[src/pkg/rxs_pkg.sv]
`default_nettype none
package rxs_pkg;

	// Register offsets
	localparam logic [7:0] OFF_CTRL = 8'h06;
	localparam logic [7:0] OFF_IRQ_EN = 8'h07;
	localparam logic [7:0] OFF_STAT = 8'h08;
	localparam logic [7:0] OFF_DATA_A = 8'h09;
	localparam logic [7:0] OFF_VALID_A = 8'h0A;
	localparam logic [7:0] OFF_DATA_B = 8'h0B;
	localparam logic [7:0] OFF_VALID_B = 8'h0C;

	// Values after reset
	localparam logic [7:0] CTRL_RST = 8'h00;
	localparam logic [7:0] IRQ_EN_RST = 8'h00;
	localparam logic [7:0] STAT_RST = 8'h00;
	localparam logic [7:0] DATA_RST = 8'h00;
	localparam logic [7:0] RDATA_RST = 8'h00;

	// Control register layout, upper nibble reserved
	localparam logic [7:0] CTRL_MASK = 8'h0F;
	localparam int EOF_LEN_LSB = 0;
	localparam int EOF_LEN_W = 3;

	// Per-channel nibble of enable and status registers
	localparam int NUM_CH = 2;
	localparam int CH_FIELD_W = 4;
	localparam int EN_FULL = 0;
	localparam int EN_EOF = 1;
	localparam int EN_OVF = 2;
	localparam int EN_UDF = 3;
	localparam int ST_FULL = 0;
	localparam int ST_EOF = 1;
	localparam int ST_FLOW = 2;
	localparam int ST_VALID = 3;

	// Byte assembly counts
	localparam logic [2:0] BIT_FIRST = 3'h0;
	localparam logic [2:0] BIT_LAST = 3'h7;
	localparam logic [2:0] GAP_ZERO = 3'h0;

	// Frame tracking
	typedef enum logic {FRM_IDLE, FRM_RUN} rxs_frm_t;

endpackage : rxs_pkg
`default_nettype wire

[src/pkg/rxs_chan_if.sv]
`timescale 1ns/1ps
`default_nettype none
interface rxs_chan_if;
	logic [2:0] eof_len;
	logic rx_mode;
	logic rd_data;
	logic load;
	logic eof;
	logic ovf;
	logic held;
	logic [7:0] data;
	logic [7:0] vmask;

	modport chan (
		input eof_len, rx_mode, rd_data,
		output load, eof, ovf, held, data, vmask
	);
	modport ctl (
		output eof_len, rx_mode, rd_data,
		input load, eof, ovf, held, data, vmask
	);
endinterface : rxs_chan_if
`default_nettype wire

[src/core/rxs_chan.sv]
`timescale 1ns/1ps
`default_nettype none
module rxs_chan (
	// Clock and reset
	input wire logic sys_clk,
	input wire logic rst,
	// Receiver bit stream
	input wire logic bit_tick,
	input wire logic bit_valid,
	input wire logic bit_data,
	// Control side
	rxs_chan_if.chan ch
);
	rxs_pkg::rxs_frm_t frm_r, frm_nxt;
	logic [2:0] nbits_r, nbits_nxt;
	logic [2:0] ninv_r, ninv_nxt;
	logic [7:0] shf_r, shf_nxt;
	logic [7:0] shm_r, shm_nxt;
	logic [7:0] data_r, data_nxt;
	logic [7:0] mask_r, mask_nxt;
	logic held_r, held_nxt;
	logic load_r, load_nxt;
	logic eof_r, eof_nxt;
	logic ovf_r, ovf_nxt;
	logic take;
	logic move;
	logic [7:0] newd;
	logic [7:0] newm;

	always_comb begin
		frm_nxt = frm_r;
		nbits_nxt = nbits_r;
		ninv_nxt = ninv_r;
		shf_nxt = shf_r;
		shm_nxt = shm_r;
		data_nxt = data_r;
		mask_nxt = mask_r;
		held_nxt = held_r;
		load_nxt = 1'b0;
		eof_nxt = 1'b0;
		ovf_nxt = 1'b0;
		take = 1'b0;
		move = 1'b0;
		newd = shf_r;
		newm = shm_r;
		if (ch.rd_data) begin
			held_nxt = 1'b0;
		end
		if (!ch.rx_mode) begin
			frm_nxt = rxs_pkg::FRM_IDLE;
			nbits_nxt = rxs_pkg::BIT_FIRST;
			ninv_nxt = rxs_pkg::GAP_ZERO;
			shf_nxt = rxs_pkg::DATA_RST;
			shm_nxt = rxs_pkg::DATA_RST;
		end else if (bit_tick) begin
			unique case (frm_r)
				rxs_pkg::FRM_IDLE: take = bit_valid;
				rxs_pkg::FRM_RUN: take = 1'b1;
			endcase
		end
		if (take) begin
			frm_nxt = rxs_pkg::FRM_RUN;
			newd[nbits_r] = bit_data;
			newm[nbits_r] = bit_valid;
			nbits_nxt = nbits_r + 3'h1;
			ninv_nxt = bit_valid ? rxs_pkg::GAP_ZERO : ninv_r + 3'h1;
			if (!bit_valid && ninv_r >= ch.eof_len) begin
				eof_nxt = 1'b1;
				frm_nxt = rxs_pkg::FRM_IDLE;
				ninv_nxt = rxs_pkg::GAP_ZERO;
			end
			move = (nbits_r == rxs_pkg::BIT_LAST) || eof_nxt;
			shf_nxt = move ? rxs_pkg::DATA_RST : newd;
			shm_nxt = move ? rxs_pkg::DATA_RST : newm;
			if (move) begin
				nbits_nxt = rxs_pkg::BIT_FIRST;
				data_nxt = newd;
				mask_nxt = newm;
				load_nxt = 1'b1;
				ovf_nxt = held_r && !ch.rd_data;
				held_nxt = 1'b1;
			end
		end
	end

	always_ff @(posedge sys_clk) begin
		if (rst) begin
			frm_r <= rxs_pkg::FRM_IDLE;
			nbits_r <= rxs_pkg::BIT_FIRST;
			ninv_r <= rxs_pkg::GAP_ZERO;
			shf_r <= rxs_pkg::DATA_RST;
			shm_r <= rxs_pkg::DATA_RST;
			data_r <= rxs_pkg::DATA_RST;
			mask_r <= rxs_pkg::DATA_RST;
			held_r <= 1'b0;
			load_r <= 1'b0;
			eof_r <= 1'b0;
			ovf_r <= 1'b0;
		end else begin
			frm_r <= frm_nxt;
			nbits_r <= nbits_nxt;
			ninv_r <= ninv_nxt;
			shf_r <= shf_nxt;
			shm_r <= shm_nxt;
			data_r <= data_nxt;
			mask_r <= mask_nxt;
			held_r <= held_nxt;
			load_r <= load_nxt;
			eof_r <= eof_nxt;
			ovf_r <= ovf_nxt;
		end
	end

	assign ch.load = load_r;
	assign ch.eof = eof_r;
	assign ch.ovf = ovf_r;
	assign ch.held = held_r;
	assign ch.data = data_r;
	assign ch.vmask = mask_r;
endmodule : rxs_chan
`default_nettype wire

[src/core/rxs_irq_status.sv]
`timescale 1ns/1ps
`default_nettype none
// Operation
// - Enable bit 3 gates channel A underflow
// - Reading empty data register flags underflow
// - Enable bit 2 gates channel A overflow
// - Byte loaded over unread byte flags overflow
// - Enable bit 1 gates channel A end-of-frame
// - End of frame after gap exceeds length
// - Zero length ends at first invalid bit
// - End-of-frame flag cleared by status read
// - Enable bit 0 gates channel A full
// - Full on complete byte or end-of-frame
// - Status bit 7 all-valid B, no interrupt
// - Status bit 6 channel B flow violation
// - Status bit 5 channel B end-of-frame
// - Status read clears flow and end-of-frame
// - Status pollable, zero outside receive mode
// - Three-bit end-of-frame length in control
module rxs_irq_status (
	// Clock and reset
	input wire logic sys_clk,
	input wire logic rst,
	// Operating mode
	input wire logic rx_mode,
	// Register port
	input wire logic [7:0] reg_addr,
	input wire logic [7:0] reg_wdata,
	input wire logic reg_wr,
	input wire logic reg_rd,
	output logic [7:0] reg_rdata,
	// Receiver bit streams, index 0 is channel A
	input wire logic [1:0] rx_bit_tick,
	input wire logic [1:0] rx_bit_valid,
	input wire logic [1:0] rx_bit_data,
	// Interrupt
	output logic irq
);
	localparam int NCH = rxs_pkg::NUM_CH;
	localparam int FW = rxs_pkg::CH_FIELD_W;

	// Register hit on a given offset
	function automatic logic rxs_hit(
		input logic [7:0] addr,
		input logic [7:0] off,
		input logic strobe
	);
		rxs_hit = strobe && (addr == off);
	endfunction : rxs_hit

	// One channel's nibble of the status register
	function automatic logic [3:0] rxs_ch_stat(
		input logic held,
		input logic eof,
		input logic flow,
		input logic vall
	);
		logic [3:0] s;
		s = 4'h0;
		s[rxs_pkg::ST_FULL] = held;
		s[rxs_pkg::ST_EOF] = eof;
		s[rxs_pkg::ST_FLOW] = flow;
		s[rxs_pkg::ST_VALID] = vall;
		rxs_ch_stat = s;
	endfunction : rxs_ch_stat

	// One channel's enabled request
	function automatic logic rxs_ch_irq(
		input logic [3:0] en,
		input logic held,
		input logic eof,
		input logic ovf,
		input logic udf
	);
		rxs_ch_irq = (held && en[rxs_pkg::EN_FULL]) ||
			(eof && en[rxs_pkg::EN_EOF]) ||
			(ovf && en[rxs_pkg::EN_OVF]) ||
			(udf && en[rxs_pkg::EN_UDF]);
	endfunction : rxs_ch_irq

	// Register state
	logic [7:0] ctrl_r, ctrl_nxt;
	logic [7:0] en_r, en_nxt;
	logic [7:0] rdata_r, rdata_nxt;
	logic irq_r, irq_nxt;

	// Pending flags per channel
	logic [NCH-1:0] eof_pend_r, eof_pend_nxt;
	logic [NCH-1:0] ovf_pend_r, ovf_pend_nxt;
	logic [NCH-1:0] udf_pend_r, udf_pend_nxt;

	// Channel views
	logic [NCH-1:0] held;
	logic [NCH-1:0] eof_in;
	logic [NCH-1:0] ovf_in;
	logic [NCH-1:0] vall;
	logic [NCH-1:0] rd_dat;
	logic [NCH-1:0] udf_evt;
	logic [7:0] dat [NCH];
	logic [7:0] msk [NCH];

	// Decoded accesses
	logic rd_stat;
	logic [7:0] stat;
	logic [2:0] eof_len;

	rxs_chan_if ch_if [NCH] ();

	assign eof_len = ctrl_r[rxs_pkg::EOF_LEN_LSB +: rxs_pkg::EOF_LEN_W];

	genvar g;
	generate
		for (g = 0; g < NCH; g++) begin : g_ch
			assign ch_if[g].eof_len = eof_len;
			assign ch_if[g].rx_mode = rx_mode;
			assign ch_if[g].rd_data = rd_dat[g];
			assign held[g] = ch_if[g].held;
			assign eof_in[g] = ch_if[g].eof;
			assign ovf_in[g] = ch_if[g].ovf;
			assign dat[g] = ch_if[g].data;
			assign msk[g] = ch_if[g].vmask;
			assign vall[g] = ch_if[g].held && (&ch_if[g].vmask);
			rxs_chan u_chan (
				.sys_clk(sys_clk),
				.rst(rst),
				.bit_tick(rx_bit_tick[g]),
				.bit_valid(rx_bit_valid[g]),
				.bit_data(rx_bit_data[g]),
				.ch(ch_if[g])
			);
		end
	endgenerate

	// Access decode
	always_comb begin
		rd_stat = rxs_hit(reg_addr, rxs_pkg::OFF_STAT, reg_rd);
		rd_dat[0] = rxs_hit(reg_addr, rxs_pkg::OFF_DATA_A, reg_rd);
		rd_dat[1] = rxs_hit(reg_addr, rxs_pkg::OFF_DATA_B, reg_rd);
		for (int c = 0; c < NCH; c++) begin
			udf_evt[c] = rd_dat[c] && !held[c] && rx_mode;
		end
	end

	// Status byte, zero outside receive mode
	always_comb begin
		stat = rxs_pkg::STAT_RST;
		if (rx_mode) begin
			for (int c = 0; c < NCH; c++) begin
				stat[c*FW +: FW] = rxs_ch_stat(held[c], eof_pend_r[c],
					ovf_pend_r[c] || udf_pend_r[c], vall[c]);
			end
		end
	end

	// Pending flags, a new event wins over the read clear
	always_comb begin
		for (int c = 0; c < NCH; c++) begin
			eof_pend_nxt[c] = eof_in[c] || (eof_pend_r[c] && !rd_stat);
			ovf_pend_nxt[c] = ovf_in[c] || (ovf_pend_r[c] && !rd_stat);
			udf_pend_nxt[c] = udf_evt[c] || (udf_pend_r[c] && !rd_stat);
		end
	end

	// Interrupt request
	always_comb begin
		irq_nxt = 1'b0;
		if (rx_mode) begin
			for (int c = 0; c < NCH; c++) begin
				if (rxs_ch_irq(en_r[c*FW +: FW], held[c], eof_pend_r[c],
					ovf_pend_r[c], udf_pend_r[c])) begin
					irq_nxt = 1'b1;
				end
			end
		end
	end

	// Register writes
	always_comb begin
		ctrl_nxt = ctrl_r;
		en_nxt = en_r;
		if (rxs_hit(reg_addr, rxs_pkg::OFF_CTRL, reg_wr)) begin
			ctrl_nxt = reg_wdata & rxs_pkg::CTRL_MASK;
		end
		if (rxs_hit(reg_addr, rxs_pkg::OFF_IRQ_EN, reg_wr)) begin
			en_nxt = reg_wdata;
		end
	end

	// Register reads
	always_comb begin
		rdata_nxt = rdata_r;
		if (reg_rd) begin
			case (reg_addr)
				rxs_pkg::OFF_CTRL: rdata_nxt = ctrl_r;
				rxs_pkg::OFF_IRQ_EN: rdata_nxt = en_r;
				rxs_pkg::OFF_STAT: rdata_nxt = stat;
				rxs_pkg::OFF_DATA_A: rdata_nxt = dat[0];
				rxs_pkg::OFF_VALID_A: rdata_nxt = msk[0];
				rxs_pkg::OFF_DATA_B: rdata_nxt = dat[1];
				rxs_pkg::OFF_VALID_B: rdata_nxt = msk[1];
				default: rdata_nxt = rxs_pkg::RDATA_RST;
			endcase
		end
	end

	always_ff @(posedge sys_clk) begin
		if (rst) begin
			ctrl_r <= rxs_pkg::CTRL_RST;
			en_r <= rxs_pkg::IRQ_EN_RST;
			rdata_r <= rxs_pkg::RDATA_RST;
			irq_r <= 1'b0;
			eof_pend_r <= '0;
			ovf_pend_r <= '0;
			udf_pend_r <= '0;
		end else begin
			ctrl_r <= ctrl_nxt;
			en_r <= en_nxt;
			rdata_r <= rdata_nxt;
			irq_r <= irq_nxt;
			eof_pend_r <= eof_pend_nxt;
			ovf_pend_r <= ovf_pend_nxt;
			udf_pend_r <= udf_pend_nxt;
		end
	end

	assign reg_rdata = rdata_r;
	assign irq = irq_r;
endmodule : rxs_irq_status
`default_nettype wire

[config.mk]
export PLATFORM = sky130hd
export DESIGN_NAME = rxs_irq_status
export DESIGN_NICKNAME = d
export VERILOG_FILES = /design/src/pkg/rxs_pkg.sv /design/src/pkg/rxs_chan_if.sv /design/src/core/rxs_chan.sv /design/src/core/rxs_irq_status.sv
export SDC_FILE = /design/constraint.sdc
export NUM_CORES = 1
export LEC_CHECK = 0
export BUFFER_PORTS_ARGS = -buffer_cell sky130_fd_sc_hd__buf_2
export CORE_MARGIN = 5
export CORE_UTILIZATION = 25
export CTS_BUF_LIST = sky130_fd_sc_hd__clkbuf_16
export DETAILED_ROUTE_END_ITERATION = 8
export PLACE_DENSITY_LB_ADDON = 0.1
export SYNTH_ARGS = -nofsm -noshare
export SYNTH_HDL_FRONTEND = slang
export SYNTH_SLANG_ARGS = --single-unit
[constraint.sdc]
create_clock -name sys_clk -period 2.1 [get_ports sys_clk]
set_clock_uncertainty 0.15 [all_clocks]
set_input_delay 0.315 -clock sys_clk [delete_from_list [all_inputs] [get_ports sys_clk]]
set_output_delay 0.315 -clock sys_clk [all_outputs]
set_load 0.02 [all_outputs]
-- After elaboration in Yosys (flattened, before gate mapping)
Index checks and enable logic that the tools add are counted.
- add/sub/neg operators: 4
- magnitude comparators: 6
- eq/ne operators: 11
- mux-type cells: 53
- bitwise logic cells: 7
- reduce and logical (&&, ||, !) cells: 63
- operators by type and width (cell ; count):
    2-to-1 mux 8 bit ; 10
    one-hot mux 8 bit (7 select lines) ; 1
    == test 8 x 4 -> 1 bit, second input constant ; 5
    2-to-1 mux 3 bit ; 11
    bitwise mux 8 bit ; 4
    logical AND 1 bit ; 31
    2-to-1 mux 1 bit ; 23
    == test 8 x 3 -> 1 bit, second input constant ; 2
    logical OR 1 bit ; 16
    AND reduction 8 bit ; 2
    adder 3 x 1 -> 3 bit, second input constant ; 4
    < comparator 3 x 4 -> 1 bit, second input constant ; 2
    logical NOT 1 bit ; 7
    NOT 1 bit ; 7
    demux 1 bit (select 3 bit) ; 2
    == test 3 bit, second input constant ; 2
    greater-or-equal comparator 3 x 1 -> 1 bit, second input constant ; 2
    greater-or-equal comparator 3 bit ; 2
    OR reduction 2 bit ; 3
    OR reduction 3 bit ; 2
    inequality test 2 x 1 -> 1 bit, second input constant ; 2
    one-hot mux 1 bit (2 select lines) ; 2
    AND reduction 2 bit ; 2
- register bits after elaboration: 111
- output and inout bits: 9

-- Depth between registers and ports, before layout
- depth in word-level cells: 8
- mapped depth: 10

-- Hierarchy
Synthesis repeated with hierarchy kept, for this count alone.
- cells, all modules: 583
- area, all modules: 5662.9 µm²
- by module, submodules not included (module ; times used ; cells each ; area an instance (µm²) ; seq. area each (µm²)):
    rxs_chan ; 2 ; 191 ; 1996.9 ; 860.8
    rxs_irq_status ; 1 ; 201 ; 1669.1 ; 540.5

-- Worst setup path before layout
OpenSTA, ideal clock, no wires.
- kind: register -> register
- start: reg ctrl_r[2]
- end: reg g_ch[1].u_chan.mask_r[0]
- setup time: 86 ps
- data arrival time: 1872 ps
- data required time: 1864 ps
- setup slack: -8 ps
- stages on the path, launching flop included: 11
- buffers on the path: 3
- clock period less this slack: 2108 ps
- cells stage by stage: dfxtp_1 -> inv_1 -> ha_1 -> a21oi_1 -> o21ai_2 -> a21o_1 -> buf_2 -> and2_1 -> buf_2 -> buf_4 -> a211oi_1
- cells in the longest elaborated chain, start to end: 6
- RTL lines (item ; RTL line ; RTL):
    start, declared ; rxs_irq_status.sv:82 ; logic [7:0] ctrl_r, ctrl_nxt;
    start signal, assigned ; rxs_irq_status.sv:208 ; ctrl_r <= rxs_pkg::CTRL_RST;
    start signal, assigned ; rxs_irq_status.sv:216 ; ctrl_r <= ctrl_nxt;
    greater-or-equal comparator 3 bit ; rxs_chan.sv:67 ; if (!bit_valid && ninv_r >= ch.eof_len) begin
    logical AND 1 bit ; rxs_chan.sv:67 ;
    2-to-1 mux 1 bit ; rxs_chan.sv:67 ;
    2-to-1 mux 1 bit ; rxs_chan.sv:61 ; if (take) begin
    logical OR 1 bit ; rxs_chan.sv:72 ; move = (nbits_r == rxs_pkg::BIT_LAST) || eof_nxt;
    AND reduction 2 bit (no source line) ; -- ;
    end signal, assigned ; rxs_chan.sv:94 ; mask_r <= rxs_pkg::DATA_RST;
    end signal, assigned ; rxs_chan.sv:106 ; mask_r <= mask_nxt;
    end, declared ; rxs_chan.sv:20 ; logic [7:0] mask_r, mask_nxt;
Every way passes these cells. The select of a mux whose other input is x is not followed.
A chain may end at the register's enable or synchronous reset.

-- Worst setup path after layout
- start: reg g_ch[1].u_chan.ninv_r[0]
- end: reg g_ch[1].u_chan.shf_r[5]
- cells in the longest elaborated chain, start to end: 7
- RTL lines (item ; RTL line ; RTL):
    start, declared ; rxs_chan.sv:16 ; logic [2:0] ninv_r, ninv_nxt;
    start signal, assigned ; rxs_chan.sv:90 ; ninv_r <= rxs_pkg::GAP_ZERO;
    start signal, assigned ; rxs_chan.sv:102 ; ninv_r <= ninv_nxt;
    greater-or-equal comparator 3 bit ; rxs_chan.sv:67 ;
    logical AND 1 bit ; rxs_chan.sv:67 ;
    2-to-1 mux 1 bit ; rxs_chan.sv:67 ;
    2-to-1 mux 1 bit ; rxs_chan.sv:61 ;
    logical OR 1 bit ; rxs_chan.sv:72 ;
    2-to-1 mux 8 bit ; rxs_chan.sv:73 ; shf_nxt = move ? rxs_pkg::DATA_RST : newd;
    2-to-1 mux 8 bit ; rxs_chan.sv:61 ;
    end signal, assigned ; rxs_chan.sv:91 ; shf_r <= rxs_pkg::DATA_RST;
    end signal, assigned ; rxs_chan.sv:103 ; shf_r <= shf_nxt;
    end, declared ; rxs_chan.sv:17 ; logic [7:0] shf_r, shf_nxt;
Every way passes these cells. The select of a mux whose other input is x is not followed.

==> impl_metrics.py <==
metrics = {
    "critical_path": {
        "cp-startpoint": "g_ch[1].u_chan.ninv_r[0]$_SDFFE_PP0P_",
        "ff2ff_setup_slack_ps": 80,
        "cp-end-kind": "register",
        "setup.worst_path.end": "g_ch[1].u_chan.shf_r[5]$_SDFFE_PP0P_",
        "cp.required_ps": 2230,
        "ff2ff_path_depth": 8,
        "r2r-start": "g_ch[1].u_chan.ninv_r[0]$_SDFFE_PP0P_",
        "crit_type": "reg -> reg",
        "cp-start-kind": "register",
        "reg2reg_to": "g_ch[1].u_chan.shf_r[5]$_SDFFE_PP0P_",
        "critical_path_arrival_ps": 2150,
        "cp_max_fo": 9,
    },
    "power_and_ir_drop": {
        "leakagePower_nw": 2.250,
        "power.density_mw_per_mm2": 675.2,
        "vdd_drop_max_mv": 0.2738,
    },
    "place": {
        "place_congestion": 0.7828,
        "io_buffers": 35,
        "place_inst": 891,
        "hpwlAfterDp_mm": 11.43,
        "pre_cts_ws_ps": -83.83,
    },
    "global_route": {
        "grt_pass1_vias": 4219,
        "antenna_found_initial": 0,
        "track_usage_pct": 12.88,
        "grt_pass1_wl_mm": 24.10,
        "grt_max_degree": 41,
        "grt_overflow": 0,
    },
    "clock_network": {
        "cts_root_buffer": "clkbuf_16",
        "clockBufferDepth": 2,
        "numCtsBuffers": 9,
        "path_clk_slew_ps": 80,
        "clkLatencyLatePin_ps": 360,
        "ctsHoldBuffers": 0,
        "h-tree-depth": 3,
        "cts_tree": "built",
        "cts.sinks": 111,
    },
    "sta": {
        "fin_ws_ps": 84.17,
        "finalHoldViolCount": 0,
        "setup_viol": 0,
        "min_period_over_period_pct": 95.99,
        "fmax_ghz": 0.4961,
        "relSlewSlack_pct": 64.07,
        "rsz0062_at_grt": "no",
        "slew_violations": 0,
        "tightest_slew_ps": 534.8,
        "fin_crit_ps": 2016,
    },
    "die": {
        "core-area_mm2": 0.02036,
        "pin_count": 36,
        "die_h_um": 154.2,
        "rows": 52,
        "die_w_um": 154.2,
        "dieArea_mm2": 0.02376,
        "start_util_pct": 25.51,
    },
    "layout": {
        "drive_gt1_share_pct": 19.72,
        "final_cells": 909,
        "nets": 673,
        "antenna_cells": 0,
        "utilization_pct": 30.25,
        "syn_to_final_growth_pct": 18.59,
    },
    "routing": {
        "totalWireLength_mm": 15.13,
        "first_pass_iters": 4,
        "via_per_inst": 4.805,
        "drt-initial-drc-count": 233,
        "postRouteAntennaNets": 0,
        "dr_total_vias": 4368,
        "drc": 0,
        "routedWlPerCell_um": 16.65,
    },
    "synthesis": {
        "ys_seq_elements": 111,
        "post-synth-top-count-cell": "dfxtp_1",
        "synth-edff-count": 0,
        "yosys-top-cells-count": "dfxtp_1, nand2_1, a21oi_1",
        "syn_area_mm2": 0.005195,
        "netlist-cell-type-count": 53,
        "synth_top_area_share_pct": 42.77,
        "yosysWarnings": 0,
        "synth.avg_cell_area_um2": 8.835,
        "synth_top_area_cell": "dfxtp_1",
        "synthCells": 588,
        "synth.area.top_cells": "dfxtp_1, mux2i_1, a21oi_1",
        "async_reset_ff_share_pct": 0,
        "yosysSeqAreaShare_pct": 42.77,
        "syn_nets": 627,
        "synth_flop_cell": "dfxtp_1",
    },
    "outcome": {
        "status": "completed",
    },
    "hold_path": {
        "hp-class": "in -> reg",
        "hold_depth": 3,
    },
    "flow_run": {
        "maxCapViolCount": 0,
    },
}
-- kinds of logic after synthesis --
logic type      count (synthesis)  share of synthesized area (%)
buf+inv                        51                          5.395
mux                            43                          8.381
flops                         111                          42.77
fa+ha+maj                      12                          2.890
compound gates                189                          22.25
simple gates                  182                          18.30
-- where the power goes --
group / switching, mW / internal (mW)
registers: 0.0253 / 2.13
clock network: 0.861 / 0.822
logic: 0.198 / 0.120
total: 1.08 / 3.08
-- timing repair --
item | in CTS | in global routing
resized for setup | 10 | 21
buffers inserted | 1 | 0
endpoints found under the setup margin | 51 | 35
pin swaps | 2 | 0
cloned | 1 | 0
-- flip-flops by register name, indices dropped and copies added (netlist names), 4 cells and up --
register / count
reg_rdata: 8
g_ch.u_chan.shf_r: 16
g_ch.u_chan.nbits_r: 6
g_ch.u_chan.ch.vmask: 16
ctrl_r: 4
en_r: 8
g_ch.u_chan.shm_r: 16
g_ch.u_chan.ninv_r: 6
g_ch.u_chan.ch.data: 16
-- worst min path at each step --
stage | startpoint | to
3_5_place_dp | g_ch[1].u_chan.ch.ovf$_SDFF_PP0_ | ovf_pend_r[1]$_SDFF_PP0_
4_1_cts | reg_wdata[6] | en_r[6]$_SDFFE_PP0P_
5_1_grt | reg_wdata[6] | en_r[6]$_SDFFE_PP0P_
2_1_floorplan | g_ch[0].u_chan.ch.eof$_SDFF_PP0_ | eof_pend_r[0]$_SDFF_PP0_
6_report | reg_wdata[6] | en_r[6]$_SDFFE_PP0P_
3_3_place_gp | g_ch[1].u_chan.ch.ovf$_SDFF_PP0_ | ovf_pend_r[1]$_SDFF_PP0_
-- cells in the final DEF, fill, tap and decap left out, drive strengths merged, types with 7 or more instances in the layout --
master	count
a22oi	9
a211oi	34
dfxtp	111
nor2b	8
clkbuf	9
nand3	28
nor3	13
buf	80
nor3b	7
o21ai	51
nand2	74
nand3b	7
a21oi	68
ha	12
mux2i	39
a22o	9
nor2	18
inv	9
-- through the flow --
stage / power [mW] / hold slack (ps) / instance area [µm²] / setup TNS (ps)
6_report: 4.160 / 53.78 / 6161 / 0
5_1_grt: 4.322 / 59.12 / 6161 / 0
4_1_cts: 4.229 / 40.97 / 6120 / -11.25
3_5_place_dp: 2.525 / 278.0 / 5802 / -1504
3_3_place_gp: 2.524 / 274.1 / 5802 / -882.5
2_1_floorplan: 2.400 / 263.0 / 5199 / 0
-- layer usage --
layer / vias to the layer above / global-route usage [%] / part of all wire, %
li1: 2239 / - / -
met1: 2061 / 17.37 / 49
met2: 54 / 20.82 / 47
met3: 14 / 1.883 / 2.4
met4: 0 / 4.878 / 1.7
met5: - / 0 / 0
-- critical path, cell delays in order, from the launching register on --
cell     delay, ps
dfxtp_1        330
inv_1           40
ha_1           270
nor2b_2        130
o21ai_2         80
a21o_1         200
or3_4          410
buf_6          150
o21ai_0        160
-- area by class of cell --
type,count,area [µm²]
tap,270,337.8
fill,2143,14200
timing repair buffer,80,549.3
clock inverter,7,55.05
inverter,6,22.52
sequential,111,2225
multi-input combinational,426,2746
clock buffer,9,225.2
(Power assumes the default switching activity.)
